[config.mk]
export PLATFORM = sky130hd
export DESIGN_NAME = rf_bias_pin_control
export DESIGN_NICKNAME = d
export VERILOG_FILES = /design/src/rf_bias_pkg.sv /design/src/axil_ctrl_regs.sv /design/src/bias_level_decode.sv /design/src/rf_bias_pin_control.sv
export SDC_FILE = /design/constraint.sdc
export NUM_CORES = 1
export LEC_CHECK = 0
export BUFFER_PORTS_ARGS = -buffer_cell sky130_fd_sc_hd__buf_2
export CAP_MARGIN = 20
export CORE_AREA = 2 2 95 97
export DETAILED_ROUTE_END_ITERATION = 8
export DIE_AREA = 0 0 97 99
export PLACE_DENSITY = 0.7
export SLEW_MARGIN = 10
export SYNTH_ARGS = -nofsm -noshare
export SYNTH_HDL_FRONTEND = slang
export SYNTH_SLANG_ARGS = --single-unit
[constraint.sdc]
create_clock -name aclk -period 6.2 [get_ports aclk]
set_input_delay 0.62 -clock aclk [delete_from_list [all_inputs] [get_ports aclk]]
set_output_delay 0.62 -clock aclk [all_outputs]
set_load 0.02 [all_outputs]
[src/rf_bias_pkg.sv]
// package for the rf bias control block: register map, bit fields, states
// assumes a 32-bit axi4-lite register bus and a 100 MHz system clock
package rf_bias_pkg;
	// register byte offsets
	localparam logic [7:0] CTRL_B_ADDR = 8'h1C;
	localparam logic [7:0] RADIO_STATE_ADDR = 8'h20;
	localparam logic [7:0] PIN_STATUS_ADDR = 8'h24;
	localparam int ADDR_W = 8;
	localparam int DATA_W = 32;
	// control bit positions
	localparam int TOPO_BIT = 12;
	localparam int INV_BIT = 13;
	localparam int EN_BIT = 14;
	localparam logic [15:0] CTRL_B_RESET = 16'h0000;
	// radio operating state codes, one-hot
	typedef enum logic [5:0] {
		RADIO_OFF = 6'b00_0001,
		RADIO_IDLE = 6'b00_0010,
		RADIO_DOZE = 6'b00_0100,
		RADIO_HIBERNATE = 6'b00_1000,
		RADIO_RX = 6'b01_0000,
		RADIO_TX = 6'b10_0000
	} radio_state_t;
	localparam logic [1:0] RESP_OKAY = 2'b00;
	localparam logic [1:0] RESP_SLVERR = 2'b10;
endpackage : rf_bias_pkg

[src/axil_ctrl_regs.sv]
// axi4-lite slave holding the control register and the radio state register
// assumes one outstanding write and one outstanding read from the master
//
// Implementation choices: the AXI4-Lite slave port and the register addresses.
`timescale 1ns/10ps
`default_nettype none
module axil_ctrl_regs
	import rf_bias_pkg::*;
(
	input wire logic aclk,
	input wire logic aresetn,
	input wire logic [ADDR_W-1:0] s_awaddr,
	input wire logic s_awvalid,
	output logic s_awready,
	input wire logic [DATA_W-1:0] s_wdata,
	input wire logic [3:0] s_wstrb,
	input wire logic s_wvalid,
	output logic s_wready,
	output logic [1:0] s_bresp,
	output logic s_bvalid,
	input wire logic s_bready,
	input wire logic [ADDR_W-1:0] s_araddr,
	input wire logic s_arvalid,
	output logic s_arready,
	output logic [DATA_W-1:0] s_rdata,
	output logic [1:0] s_rresp,
	output logic s_rvalid,
	input wire logic s_rready,
	input wire logic [1:0] pin_status,
	output logic [15:0] ctrl_b,
	output radio_state_t radio_state
);
	logic aw_held_reg;
	logic w_held_reg;
	logic [ADDR_W-1:0] awaddr_reg;
	logic [DATA_W-1:0] wdata_reg;
	logic [3:0] wstrb_reg;
	logic [15:0] ctrl_b_reg;
	radio_state_t state_reg;
	logic [1:0] bresp_reg;
	logic bvalid_reg;
	logic [DATA_W-1:0] rdata_reg;
	logic [1:0] rresp_reg;
	logic rvalid_reg;
	logic awready_reg;
	logic wready_reg;
	logic arready_reg;

	// write path: capture address and data in either order
	wire logic aw_take = s_awvalid && !aw_held_reg && !bvalid_reg;
	wire logic w_take = s_wvalid && !w_held_reg && !bvalid_reg;
	wire logic do_write = aw_held_reg && w_held_reg && !bvalid_reg;
	wire logic wr_ctrl = do_write && (awaddr_reg == CTRL_B_ADDR);
	wire logic wr_state = do_write && (awaddr_reg == RADIO_STATE_ADDR);
	wire logic wr_known = wr_ctrl || wr_state;
	wire logic [15:0] ctrl_merge = {wstrb_reg[1] ? wdata_reg[15:8] :
		ctrl_b_reg[15:8], wstrb_reg[0] ? wdata_reg[7:0] : ctrl_b_reg[7:0]};
	// only one-hot codes are accepted as a radio state
	wire logic state_ok = wstrb_reg[0] && ($countones(wdata_reg[5:0]) == 1)
		&& (wdata_reg[DATA_W-1:6] == '0);

	// next holding and answer state, so the ready lines can be flops
	wire logic aw_held_next = aw_take || (aw_held_reg && !do_write);
	wire logic w_held_next = w_take || (w_held_reg && !do_write);
	wire logic bvalid_next = do_write || (bvalid_reg && !s_bready);

	assign s_awready = awready_reg;
	assign s_wready = wready_reg;
	assign s_bresp = bresp_reg;
	assign s_bvalid = bvalid_reg;

	// address and data holding stage
	always_ff @(posedge aclk) begin
		if (!aresetn) begin
			aw_held_reg <= 1'b0;
			w_held_reg <= 1'b0;
			awaddr_reg <= '0;
			wdata_reg <= '0;
			wstrb_reg <= '0;
		end else begin
			if (aw_take) begin
				aw_held_reg <= 1'b1;
				awaddr_reg <= s_awaddr;
			end else if (do_write) begin
				aw_held_reg <= 1'b0;
			end
			if (w_take) begin
				w_held_reg <= 1'b1;
				wdata_reg <= s_wdata;
				wstrb_reg <= s_wstrb;
			end else if (do_write) begin
				w_held_reg <= 1'b0;
			end
		end
	end

	// register update and write response
	always_ff @(posedge aclk) begin
		if (!aresetn) begin
			ctrl_b_reg <= CTRL_B_RESET;
			state_reg <= RADIO_IDLE;
			bvalid_reg <= 1'b0;
			bresp_reg <= RESP_OKAY;
		end else begin
			if (wr_ctrl) begin
				ctrl_b_reg <= ctrl_merge;
			end
			if (wr_state && state_ok) begin
				state_reg <= radio_state_t'(wdata_reg[5:0]);
			end
			if (do_write) begin
				bvalid_reg <= 1'b1;
				bresp_reg <= (wr_known && (!wr_state || state_ok)) ?
					RESP_OKAY : RESP_SLVERR;
			end else if (s_bready) begin
				bvalid_reg <= 1'b0;
			end
		end
	end

	// read path
	wire logic ar_take = s_arvalid && !rvalid_reg;
	wire logic rvalid_next = ar_take || (rvalid_reg && !s_rready);
	wire logic [DATA_W-1:0] rd_mux =
		(s_araddr == CTRL_B_ADDR) ? {16'h0000, ctrl_b_reg} :
		(s_araddr == RADIO_STATE_ADDR) ? {26'h000_0000, state_reg} :
		(s_araddr == PIN_STATUS_ADDR) ? {30'h0000_0000, pin_status} :
		32'h0000_0000;
	wire logic rd_known = (s_araddr == CTRL_B_ADDR) ||
		(s_araddr == RADIO_STATE_ADDR) || (s_araddr == PIN_STATUS_ADDR);

	// ready flops track the held and answer state one for one
	always_ff @(posedge aclk) begin
		if (!aresetn) begin
			awready_reg <= 1'b1;
			wready_reg <= 1'b1;
			arready_reg <= 1'b1;
		end else begin
			awready_reg <= !aw_held_next && !bvalid_next;
			wready_reg <= !w_held_next && !bvalid_next;
			arready_reg <= !rvalid_next;
		end
	end

	assign s_arready = arready_reg;
	assign s_rdata = rdata_reg;
	assign s_rresp = rresp_reg;
	assign s_rvalid = rvalid_reg;
	assign ctrl_b = ctrl_b_reg;
	assign radio_state = state_reg;

	// read data register
	always_ff @(posedge aclk) begin
		if (!aresetn) begin
			rvalid_reg <= 1'b0;
			rdata_reg <= '0;
			rresp_reg <= RESP_OKAY;
		end else if (ar_take) begin
			rvalid_reg <= 1'b1;
			rdata_reg <= rd_mux;
			rresp_reg <= rd_known ? RESP_OKAY : RESP_SLVERR;
		end else if (s_rready) begin
			rvalid_reg <= 1'b0;
		end
	end
endmodule : axil_ctrl_regs
`default_nettype wire

[src/bias_level_decode.sv]
// pure decode of the bias pin level and drive from the control bits
// assumes all inputs are already on the system clock
`timescale 1ns/10ps
`default_nettype none
module bias_level_decode
	import rf_bias_pkg::*;
(
	input wire logic bias_out_enable,
	input wire logic bias_polarity_invert,
	input wire logic port_topology_select,
	input wire radio_state_t radio_state,
	output logic level,
	output logic drive
);
	// transmit sense, inverted only in dual port topology
	wire logic is_tx = (radio_state == RADIO_TX);
	wire logic is_rx = (radio_state == RADIO_RX);
	wire logic use_inv = !port_topology_select && bias_polarity_invert;
	wire logic active_level = is_tx ^ use_inv;
	// idle, doze, hibernate and off hold low; off is undefined anyway
	assign level = (is_tx || is_rx) ? active_level : 1'b0;
	assign drive = bias_out_enable;
endmodule : bias_level_decode
`default_nettype wire

[src/rf_bias_pin_control.sv]
// top of the rf bias control block: register slave plus pin driver
// assumes the radio state register is written by the modem sequencer
`timescale 1ns/10ps
`default_nettype none
// What this block does
// - drive pin only when enable set
// - level from topology, then tx/rx
// - single port: tx high, rx low
// - dual port: invert flips tx/rx sense
// - idle, doze, hibernate drive low
// - enable is bit 14, resets zero
// - invert is bit 13, resets zero
// - topology is bit 12, zero dual
module rf_bias_pin_control
	import rf_bias_pkg::*;
(
	input wire logic aclk,
	input wire logic aresetn,
	input wire logic [ADDR_W-1:0] s_awaddr,
	input wire logic s_awvalid,
	output logic s_awready,
	input wire logic [DATA_W-1:0] s_wdata,
	input wire logic [3:0] s_wstrb,
	input wire logic s_wvalid,
	output logic s_wready,
	output logic [1:0] s_bresp,
	output logic s_bvalid,
	input wire logic s_bready,
	input wire logic [ADDR_W-1:0] s_araddr,
	input wire logic s_arvalid,
	output logic s_arready,
	output logic [DATA_W-1:0] s_rdata,
	output logic [1:0] s_rresp,
	output logic s_rvalid,
	input wire logic s_rready,
	output logic rf_bias_control_out_o,
	output logic rf_bias_control_out_oe_n
);
	logic [15:0] ctrl_b;
	radio_state_t radio_state;
	logic level;
	logic drive;
	logic level_reg;
	logic oe_n_reg;

	// control bit fields
	wire logic bias_out_enable = ctrl_b[EN_BIT];
	wire logic bias_polarity_invert = ctrl_b[INV_BIT];
	wire logic port_topology_select = ctrl_b[TOPO_BIT];

	axil_ctrl_regs u_regs (
		.aclk(aclk),
		.aresetn(aresetn),
		.s_awaddr(s_awaddr),
		.s_awvalid(s_awvalid),
		.s_awready(s_awready),
		.s_wdata(s_wdata),
		.s_wstrb(s_wstrb),
		.s_wvalid(s_wvalid),
		.s_wready(s_wready),
		.s_bresp(s_bresp),
		.s_bvalid(s_bvalid),
		.s_bready(s_bready),
		.s_araddr(s_araddr),
		.s_arvalid(s_arvalid),
		.s_arready(s_arready),
		.s_rdata(s_rdata),
		.s_rresp(s_rresp),
		.s_rvalid(s_rvalid),
		.s_rready(s_rready),
		.pin_status({oe_n_reg, level_reg}),
		.ctrl_b(ctrl_b),
		.radio_state(radio_state)
	);

	bias_level_decode u_decode (
		.bias_out_enable(bias_out_enable),
		.bias_polarity_invert(bias_polarity_invert),
		.port_topology_select(port_topology_select),
		.radio_state(radio_state),
		.level(level),
		.drive(drive)
	);

	// registered pin driver; released (oe_n high) after reset
	always_ff @(posedge aclk) begin
		if (!aresetn) begin
			level_reg <= 1'b0;
			oe_n_reg <= 1'b1;
		end else begin
			level_reg <= drive ? level : 1'b0;
			oe_n_reg <= !drive;
		end
	end

	assign rf_bias_control_out_o = level_reg;
	assign rf_bias_control_out_oe_n = oe_n_reg;
endmodule : rf_bias_pin_control
`default_nettype wire

==> results of run 1 <==
## critical path: cells and delay by family, from the launching register on
| kind | cells | cell delay (ns) |
|---|---|---|
| simple gates | 3 | 1.10 |
| fa+ha+maj | 3 | 0.93 |
| mux | 1 | 0.25 |
| flops | 1 | 0.35 |
## power groups by stage
stage | sequential [mW] | combinational (mW) | clock (mW)
detailed placement | 0.637 | 0.126 | 0
CTS | 0.623 | 0.127 | 0.498
finish | 0.623 | 0.125 | 0.489
global route | 0.627 | 0.140 | 0.522
global placement | 0.636 | 0.123 | 0
floorplan | 0.637 | 0.0912 | 0
## routing by layer
layer,vias up,GRT usage (%)
met4,0,6.284
met3,12,5.319
li1,1510,-
met2,83,26.71
met5,-,0
met1,1366,20.98
## how the worst max path moves through the flow
stage | from | to | slack, ns | depth (start not counted)
2_1_floorplan | u_regs.wdata_reg[4]$_SDFFE_PN0P_ | u_regs.radio_state[0]$_SDFFE_PN0P_ | 3.91 | 9
3_3_place_gp | u_regs.wdata_reg[4]$_SDFFE_PN0P_ | u_regs.radio_state[0]$_SDFFE_PN0P_ | 3.60 | 7
3_5_place_dp | u_regs.wdata_reg[4]$_SDFFE_PN0P_ | u_regs.radio_state[2]$_SDFFE_PN0P_ | 3.50 | 7
4_1_cts | u_regs.wdata_reg[4]$_SDFFE_PN0P_ | u_regs.radio_state[5]$_SDFFE_PN0P_ | 3.48 | 7
5_1_grt | u_regs.wdata_reg[4]$_SDFFE_PN0P_ | u_regs.radio_state[2]$_SDFFE_PN0P_ | 3.25 | 7
6_report | u_regs.wdata_reg[4]$_SDFFE_PN0P_ | u_regs.radio_state[4]$_SDFFE_PN0P_ | 3.51 | 7
## cells by family (layout without fill, tap and decap cells)
kind of cell	after synthesis	in the layout	synth area share (%)
flip-flops	91	91	47.27
AO/OA/AOI/OAI	66	66	12.37
AND/OR/NAND/NOR	169	169	23.12
multiplexers	32	32	8.377
buffers and inverters	48	108	6.429
adder cells (fa/ha/maj)	6	6	2.338
other	1	18	0.09731
## final cells by class
type / count / area share [%]
clock buffer: 10 / 3.049
sequential: 91 / 40.35
tap: 108 / 2.993
clock inverter: 6 / 2.467
inverter: 8 / 0.6652
timing repair buffer: 84 / 9.479
multi-input combinational: 291 / 40.99
## per-stage QoR
| step | power [mW] | setup WS [ns] | util [%] | hold slack (ns) |
|---|---|---|---|---|
| final | 1.237 | 3.506 | 52.79 | 0.4625 |
| after global routing | 1.289 | 3.251 | 52.79 | 0.4644 |
| after CTS | 1.247 | 3.478 | 52.79 | 0.4541 |
| after detailed placement | 0.7632 | 3.502 | 49.88 | 0.4364 |
| after global placement | 0.7588 | 3.604 | 49.88 | 0.4405 |
| after floorplan | 0.7278 | 3.915 | - | 0.3907 |
## synth_stat cells
library cell | n | area share (%)
mux2_2 | 2 | 0.58
dfxtp_1 | 91 | 47
nand2b_1 | 4 | 0.65
a211oi_1 | 1 | 0.19
nor3b_1 | 1 | 0.19
conb_1 | 1 | 0.097
and4b_1 | 1 | 0.26
or3b_2 | 1 | 0.23
nor2_1 | 3 | 0.29
nand4b_1 | 2 | 0.45
buf_4 | 18 | 3.5
o31ai_1 | 1 | 0.19
fa_1 | 2 | 1.0
inv_1 | 8 | 0.78
and2_1 | 6 | 0.97
mux2i_1 | 30 | 7.8
nor4_4 | 2 | 1.1
a22oi_1 | 16 | 3.1
o21a_1 | 1 | 0.19
o21ai_0 | 9 | 1.2
nor3_2 | 1 | 0.26
or4_1 | 1 | 0.19
or4_4 | 1 | 0.29
ha_1 | 4 | 1.3
and3b_1 | 1 | 0.23
o211ai_1 | 2 | 0.39
nand3b_1 | 2 | 0.39
o221a_2 | 1 | 0.29
nand4_1 | 2 | 0.32
clkbuf_1 | 22 | 2.1
nor4b_1 | 2 | 0.45
and3_1 | 2 | 0.32
a21boi_0 | 35 | 6.8
nor2b_1 | 40 | 6.5
nor4_1 | 8 | 1.3
nand2_1 | 88 | 8.6
nand3_1 | 1 | 0.13
==> run_results.csv, run 1 <==
group,metric,value,unit
cells_and_area,nFillCells,787,
critical_path,critPathLaunchType,"flop",
placed_design,place_inst,582,
critical_path,cp_slowest_stage_delay,0.63,ns
hold_path,min_to,"rf_bias_control_out_oe_n$_SDFF_PN1_",
critical_path,r2r-end,"u_regs.radio_state[4]$_SDFFE_PN0P_",
clock_tree,cts_hold_buf,0,
grt,grt_antenna_before_repair,0,
grt,grt_pass1_vias,2812,
cells_and_area,layout.cells.non_filler,598,
sta,max_freq,371.2,MHz
cells_and_area,fin_area,4514,sq um
sta,setup-tns-final,0,ns
drt,wl_met2,3534,um
sta,drv_slew,0,
die,die_w,97,um
clock_tree,cts_root_buffer,"clkbuf_8",
die,dieArea,9603,sq um
critical_path,path_class,"reg -> reg",
pwr,power_frac_seq,50.4,%
placed_design,dp.final_hpwl,5609,um
yosys,avgSynthCellArea,9.331,sq um
clock_tree,cts_max_level,3,
pwr,power.leakage,1.799,nW
critical_path,critPathSlowestCell,"nor3_2",
hold_path,hold_class,"reg -> reg",
grt,grt_max_degree,97,
drt,viasPerCell,4.968,
placed_design,portBuffers,81,
critical_path,worstReg2RegStart,"u_regs.wdata_reg[4]$_SDFFE_PN0P_",
critical_path,r2r_cells,7,
grt,grt.total_usage,16.62,%
hold_path,hold_start,"u_regs.ctrl_b[14]$_SDFFE_PN0P_",
pwr,peakVddDrop,0.1109,mV
placed_design,placed_area,4265,sq um
cells_and_area,ff_latch_area,1822,sq um
pwr,switching_share,24.20,%
pwr,p_sw,0.2993,mW
critical_path,critical_path_required,6.49,ns
die,pin_count,102,
sta,max-slew-margin-rel,41.42,%
pwr,pwr-share-comb,10.1,%
drt,drcViolationCount,0,
sta,setup_violations,0,
sta,period_minus_slack,2.694,ns
sta,hold_viol_final,0,
clock_tree,clk_latency,0.36,ns
drt,dr.max_layer_used,"met4",
critical_path,crit_arrival,2.99,ns
pwr,pwr-share-clk,39.5,%
clock_tree,cts_buffers,9,
pwr,pwr_density_cell,273.9,nW/um^2
clock_tree,cts_resized,0,
sta,finalClockSkew,0.004873,ns
drt,wl_met1,3638,um
yosys,synth_cells,413,
clock_tree,post_cts_buffers,0,
yosys,ys_seq_area_share,47.27,%
clock_tree,cts_buffer_depth,2,
drt,drtAntennaViolNets,0,
cells_and_area,layout_common_cells,"91 x dfxtp_1, 88 x nand2_1, 81 x buf_2",
grt,gr-total-overflow,0,
cells_and_area,largest_reg_flops,32,
flow_run,drv_cap,0,
cells_and_area,diodes,0,
critical_path,end_kind,"flop",
yosys,ys_warn_count,0,
clock_tree,cts_tree,"built",
drt,first_pass_iters,4,
sta,rsz0062_at_grt,"false",
clock_tree,cts.sinks,91,
placed_design,gp_congestion,0.7594,
yosys,yosys.cell_types.count,37,
cells_and_area,nets,550,
cells_and_area,mostFrequentLayoutCell,"dfxtp_1",
pwr,p_int,0.9373,mW
critical_path,critPathMostFrequentCell,"ha_1",
die,core_area,8551,sq um
sta,tightest_slew,0.8754,ns
drt,vias,2971,
critical_path,cp_max_fo,7,
grt,grt_pass1_wl,13010,um
clock_tree,clk_pin_slew,0.09,ns
drt,wl,7795,um
status,status,"finished clean",
yosys,ys_ff_latch,91,
critical_path,path_cells,"ha_1 > fa_1 > ha_1 > nor4_1 > nand4_1 > nor3_2 > mux2i_1",
hold_path,holdPathStages,1,
drt,wl_per_cell,13.04,um
critical_path,r2r_setup_slack,3.51,ns
drt,dr_wl_met3,488,um
cells_and_area,syn_to_final_growth,17.14,%
die,num_rows,34,
sta,fin_crit_sh,43.45,%
die,start_util,45.07,%
cells_and_area,layout-drive-gt1-share,22.24,%
cells_and_area,multiInputGateArea,1851,sq um
yosys,synth_area,3854,sq um
drt,drtIter0Drc,127,
die,die_h,99,um
(Power assumes the default switching activity.)
==> inputs of run 2 (changes only) <==
--- a/config.mk
+++ b/config.mk
@@ -5,12 +5,13 @@
 export SDC_FILE = /design/constraint.sdc
 export NUM_CORES = 1
 export LEC_CHECK = 0
+export ABC_AREA = 1
 export BUFFER_PORTS_ARGS = -buffer_cell sky130_fd_sc_hd__buf_2
 export CAP_MARGIN = 20
-export CORE_AREA = 2 2 95 97
+export CORE_AREA = 2 2 97 99
 export DETAILED_ROUTE_END_ITERATION = 8
-export DIE_AREA = 0 0 97 99
-export PLACE_DENSITY = 0.7
+export DIE_AREA = 0 0 99 101
+export PLACE_DENSITY = 0.72
 export SLEW_MARGIN = 10
 export SYNTH_ARGS = -nofsm -noshare
 export SYNTH_HDL_FRONTEND = slang
==> constraint.sdc (replaced) <==
create_clock -name aclk -period 2.2 [get_ports aclk]
set_input_delay 0.22 -clock aclk [delete_from_list [all_inputs] [get_ports aclk]]
set_output_delay 0.22 -clock aclk [all_outputs]
set_load 0.02 [all_outputs]
==> run_results.csv, run 2 <==
group,metric,value,unit
status,status,"finished, violations left",
status,failed_checks,"setup timing",
drt,drtAntennaViolNets,0,
die,pin_count,102,
grt,grt_pass1_wl,14010,um
cells_and_area,syn_to_final_growth,20.58,%
yosys,synth_commonest_cells,"95 x inv_1, 91 x dfxtp_1, 68 x nor2_1, 68 x o21ai_0, 64 x nand2_1",
yosys,synthTopCellsByArea,"dfxtp_1 46%, inv_1 8.9%, o21ai_0 8.5%, a21oi_1 7.4%, nor2_1 6.4%",
yosys,ys_warn_count,0,
yosys,ys_ff_latch,91,
cells_and_area,layout-drive-gt1-share,22.38,%
critical_path,critPathLaunchType,"flop",
yosys,yosys.cell_types.count,28,
sta,setup_violations,1,
drt,wl_per_cell,11.40,um
yosys,synth-edff-count,0,
pwr,p_sw,0.9938,mW
yosys,synth_top_area_cell,"dfxtp_1",
pwr,pwr-share-clk,36.5,%
grt,grt.total_usage,16.87,%
flow_run,drv_cap,0,
yosys,synth_area,3995,sq um
pwr,switching_share,26.57,%
cells_and_area,ff_latch_area,1829,sq um
placed_design,dp_slack,-0.09563,ns
grt,grt_antenna_before_repair,0,
yosys,synth_cells,549,
cells_and_area,fin_area,4817,sq um
critical_path,r2r_setup_slack,-0.001,ns
pwr,power_frac_seq,48.7,%
sta,finalClockSkew,0.008580,ns
cells_and_area,layout_common_cells,"93 x inv_1, 85 x dfxtp_1, 81 x buf_2",
clock_tree,cts_buffer_depth,2,
pwr,peakVddDrop,0.4216,mV
clock_tree,cts_buffers,9,
drt,viasPerCell,4.684,
critical_path,worstReg2RegStart,"u_regs.wdata_reg[0]$_SDFFE_PN0P_",
placed_design,gp_congestion,0.8674,
drt,vias,3471,
pwr,pwr_density_cell,776.4,nW/um^2
die,die_h,101,um
placed_design,dp.final_hpwl,6046,um
critical_path,cp_max_fo,5,
pwr,p_int,2.746,mW
yosys,yosys.area.top_type_share,45.60,%
clock_tree,cts.sinks,91,
pwr,power.leakage,2.143,nW
grt,grt_busiest_layer,"met2",
die,start_util,44.50,%
critical_path,r2r-end,"u_regs.radio_state[3]$_SDFFE_PN0P_",
critical_path,path_cells,"ha_4 > fa_1 > ha_4 > nor2_4 > nand2_2 > nor2_4 > nand2_2 > nor2_4 > nand3_2 > nand2_2 > nor2_1",
grt,gr-usage-met3,3.329,%
critical_path,cp_slowest_stage_delay,0.58,ns
yosys,yosysMostFrequentCell,"inv_1",
critical_path,critPathSlowestCell,"fa_1",
die,dieArea,9999,sq um
die,num_rows,35,
placed_design,portBuffers,81,
critical_path,critical_path_required,2.45,ns
cells_and_area,multiInputGateArea,1744,sq um
critical_path,cp_top_family,"adder cells",
drt,drcViolationCount,0,
grt,met2_usage,28.53,%
cells_and_area,nFillCells,878,
cells_and_area,mostFrequentLayoutCell,"inv_1",
cells_and_area,largest_reg_flops,32,
die,core_area,8977,sq um
yosys,ys_async_sr_fraction,0,%
critical_path,end_kind,"flop",
clock_tree,cts_max_level,3,
critical_path,cp-endpoint,"u_regs.radio_state[3]$_SDFFE_PN0P_",
sta,period_minus_slack,2.201,ns
critical_path,cp.depth,11,
critical_path,path_class,"reg -> reg",
pwr,pwr-share-comb,14.8,%
sta,hold_viol_final,0,
clock_tree,clk_latency,0.35,ns
cells_and_area,diodes,0,
grt,grt_pass1_vias,3189,
critical_path,crit_arrival,2.45,ns
sta,setup_slack,-0.001339,ns
clock_tree,cts_tree,"built",
sta,fin_crit_sh,100.1,%
yosys,synth_flop_cell,"dfxtp_1",
cells_and_area,nets,690,
sta,max-slew-margin-rel,62.88,%
sta,holdWs,0.09594,ns
sta,max_freq,454.3,MHz
yosys,ys_seq_area_share,45.60,%
critical_path,r2r_cells,11,
drt,drtIter0Drc,113,
clock_tree,clk_pin_slew,0.09,ns
grt,use_met1,21.56,%
critical_path,timing.critical_path.from,"u_regs.wdata_reg[0]$_SDFFE_PN0P_",
sta,rsz0062_at_grt,"true",
critical_path,path_buf_inv,0,
hold_path,hold_class,"in -> reg",
die,die_w,99,um
drt,wl,8446,um
clock_tree,cts_root_buffer,"clkbuf_8",
sta,tightest_slew,0.5562,ns
grt,gr-total-overflow,0,
cells_and_area,utilization,53.66,%
sta,drv_slew,0,
drt,first_pass_iters,4,
yosys,avgSynthCellArea,7.277,sq um
placed_design,placed_area,4427,sq um
grt,grt_max_degree,65,
==> run 2: logic make-up after synthesis <==
logic type	count (synthesis)	share of synthesized area (%)
AND/OR/NAND/NOR	172	19.10
other	1	0.09387
flip-flops	91	45.60
buffers and inverters	138	15.28
AO/OA/AOI/OAI	141	17.66
adder cells (fa/ha/maj)	6	2.255
==> run 2: per-layer routing <==
metal | up-vias | share of wire (%)
li1 | 1844 | -
met1 | 1526 | 46
met2 | 92 | 47
met3 | 9 | 6.0
met4 | 0 | 0.97
met5 | - | 0
==> run 2: timing repair <==
action | CTS | global route
hold buffers | 0 | 0
pin swaps | 6 | 9
setup buffers | 2 | 0
gates resized for setup | 13 | 18
endpoints found under the setup margin | 6 | 7
==> run 2: power groups by stage <==
stage          Sequential [mW]  Clock, mW  Combinational [mW]
2_1_floorplan             1.88          0               0.335
3_3_place_gp              1.85          0               0.489
3_5_place_dp              1.85          0               0.506
4_1_cts                   1.82       1.39               0.526
5_1_grt                   1.83       1.46               0.628
6_report                  1.82       1.37               0.554
==> run 2: cell type report <==
cell class | count | share of cell area, %
timing repair buffer | 89 | 10.18
multi-input combinational | 337 | 36.21
clock inverter | 6 | 2.338
sequential | 91 | 37.97
inverter | 97 | 7.558
tap | 111 | 2.883
clock buffer | 10 | 2.857
==> run 2: worst min-delay path, cell delays in order <==
cell	delay (ns)
buf_2	0.08
o21ai_0	0.07
nand2_1	0.05
==> run 2: worst min-delay path by stage <==
stage	from	endpoint	slack, ns	cells after the start
2_1_floorplan	s_bready	u_regs.s_wready$_SDFF_PN1_	0.34	2
3_3_place_gp	u_regs.ctrl_b[14]$_SDFFE_PN0P_	rf_bias_control_out_oe_n$_SDFF_PN1_	0.42	1
3_5_place_dp	u_regs.ctrl_b[14]$_SDFFE_PN0P_	rf_bias_control_out_oe_n$_SDFF_PN1_	0.42	1
4_1_cts	s_bready	u_regs.s_wready$_SDFF_PN1_	0.08	3
5_1_grt	s_bready	u_regs.s_wready$_SDFF_PN1_	0.10	3
6_report	s_bready	u_regs.s_wready$_SDFF_PN1_	0.1	3
==> run 2: metrics by stage <==
| step | cells | setup TNS [ns] | power (mW) |
|---|---|---|---|
| floorplan | 566 | 0 | 2.212 |
| global placement | 723 | 0 | 2.335 |
| detailed placement | 723 | -0.4651 | 2.357 |
| CTS | 741 | 0 | 3.728 |
| global route | 741 | -0.3519 | 3.918 |
| finish | 741 | -0.001339 | 3.740 |
==> inputs of run 3 (changes only) <==
--- a/config.mk
+++ b/config.mk
@@ -11,7 +11,8 @@
 export CORE_AREA = 2 2 97 99
 export DETAILED_ROUTE_END_ITERATION = 8
 export DIE_AREA = 0 0 99 101
-export PLACE_DENSITY = 0.72
+export PLACE_DENSITY = 0.69
+export SETUP_SLACK_MARGIN = 0.3
 export SLEW_MARGIN = 10
 export SYNTH_ARGS = -nofsm -noshare
 export SYNTH_HDL_FRONTEND = slang
==> constraint.sdc (replaced) <==
create_clock -name aclk -period 2.5 [get_ports aclk]
set_input_delay 0.25 -clock aclk [delete_from_list [all_inputs] [get_ports aclk]]
set_output_delay 0.25 -clock aclk [all_outputs]
set_load 0.02 [all_outputs]
==> run_results.csv, run 3 (synthesized netlist as in run 2, its figures left out) <==
group,metric,value,unit
critical_path,path_class,"reg -> reg",
pwr,pwr_density_cell,654.0,nW/um^2
drt,drcViolationCount,0,
sta,fin_crit_sh,86.40,%
drt,drtAntennaViolNets,0,
critical_path,critPathLaunchType,"flop",
cells_and_area,mostFrequentLayoutCell,"inv_1",
drt,wl,8073,um
flow_run,drv_cap,0,
die,start_util,44.50,%
die,die_h,101,um
die,pin_count,102,
status,status,"finished clean",
sta,holdWs,0.1280,ns
cells_and_area,nets,686,
clock_tree,cts_tree,"built",
sta,hold_viol_final,0,
cells_and_area,syn_to_final_growth,17.82,%
clock_tree,cts_hold_buf,0,
placed_design,gp_congestion,0.8549,
grt,grt_pass1_wl,13300,um
drt,viasPerCell,4.634,
sta,period_minus_slack,2.160,ns
clock_tree,clk_latency,0.35,ns
drt,drtIter0Drc,134,
drt,wl_per_cell,10.95,um
drt,vias,3415,
cells_and_area,diodes,0,
sta,max_freq,463.0,MHz
cells_and_area,layout_common_cells,"92 x inv_1, 85 x dfxtp_1, 81 x buf_2",
die,core_area,8977,sq um
grt,grt_max_degree,69,
pwr,finalPower,3.078,mW
sta,drv_slew,0,
critical_path,end_kind,"flop",
die,num_rows,35,
sta,finalClockSkew,0.01160,ns
sta,tightest_slew,0.5726,ns
grt,gr-total-overflow,0,
clock_tree,cts_max_level,3,
critical_path,crit_arrival,2.40,ns
sta,setup_violations,0,
placed_design,dp.final_hpwl,5913,um
placed_design,portBuffers,81,
grt,grt.total_usage,16.31,%
clock_tree,cts_buffers,9,
critical_path,critical_path_required,2.74,ns
clock_tree,clk_pin_slew,0.09,ns
drt,first_pass_iters,6,
sta,setup-tns-final,0,ns
clock_tree,cts_root_buffer,"clkbuf_8",
clock_tree,cts.sinks,91,
pwr,power.leakage,2.098,nW
grt,grt_pass1_vias,3078,
cells_and_area,layout-drive-gt1-share,21.41,%
cells_and_area,largest_reg_flops,32,
die,die_w,99,um
clock_tree,cts_buffer_depth,2,
pwr,peakVddDrop,0.3487,mV
die,dieArea,9999,sq um
critical_path,cp_max_fo,5,
grt,grt_antenna_before_repair,0,
sta,rsz0062_at_grt,"true",
sta,max-slew-margin-rel,61.72,%
hold_path,hold_class,"in -> reg",
==> run 3: changes by cell type in the layout (fill, tap and decap cells not counted), sizes merged <==
cell    before  now
buf         89   85
bufinv       3    1
clkbuf      10   11
clkinv       0    1
==> run 3: final timing paths <==
path	slack, ns	start	endpoint	cells after the start
worst max-delay path	0.34	u_regs.wdata_reg[1]$_SDFFE_PN0P_	u_regs.radio_state[2]$_SDFFE_PN0P_	11
worst min-delay path	0.13	s_bready	u_regs.s_wready$_SDFF_PN1_	3
worst max register to register	0.34	u_regs.wdata_reg[1]$_SDFFE_PN0P_	u_regs.radio_state[2]$_SDFFE_PN0P_	11
worst min register to register	0.45	u_regs.ctrl_b[14]$_SDFFE_PN0P_	rf_bias_control_out_oe_n$_SDFF_PN1_	1
==> run 3: metal layers <==
layer / track usage [%] / up-vias / wire (um)
met1: 20.47 / 1485 / 3841
met5: 0 / - / 0
met3: 3.329 / 8 / 499
met2: 27.55 / 89 / 3644
li1: - / 1833 / -
met4: 6.428 / 0 / 87
==> run 3: repair_timing <==
| action | in CTS | in global routing |
|---|---|---|
| gates resized for setup | 4 | 24 |
| buffers inserted | 0 | 1 |
| endpoints found under the hold margin | 0 | 0 |
| pin swaps | 0 | 7 |
| setup endpoints to repair | 6 | 7 |
==> run 3: power by group <==
part	total [mW]	switching (mW)	internal, mW
logic	0.448	0.286	0.162
clock network	1.03	0.511	0.518
registers	1.60	0.0564	1.54
==> run 3: layout make-up <==
cell class / count / area (sq um)
fill: 886 / 4270
sequential: 91 / 1832
multi-input combinational: 337 / 1712
timing repair buffer: 85 / 447.9
inverter: 97 / 364.1
clock buffer: 11 / 151.4
tap: 111 / 138.9
clock inverter: 5 / 61.31
==> run 3: stage by stage <==
stage          util (%)  worst slack [ns]  instance area, sq um  std cells
2_1_floorplan         -            0.4213                  4059        566
3_3_place_gp      48.92            0.2668                  4392        720
3_5_place_dp      48.92            0.2131                  4392        720
4_1_cts           51.46            0.3226                  4619        736
5_1_grt           52.43            0.1962                  4707        737
6_report          52.43            0.3401                  4707        737
==> run 3: critical path, stage by stage, from the launching register on <==
cell and delay (ns):
dfxtp_4 0.36, ha_4 0.15, fa_1 0.54, ha_1 0.23
nor2_1 0.08, nand2_1 0.06, nor2_2 0.14, nand2_2 0.09
nor2_4 0.19, nand3_2 0.09, nand2_1 0.07, nor2_1 0.04
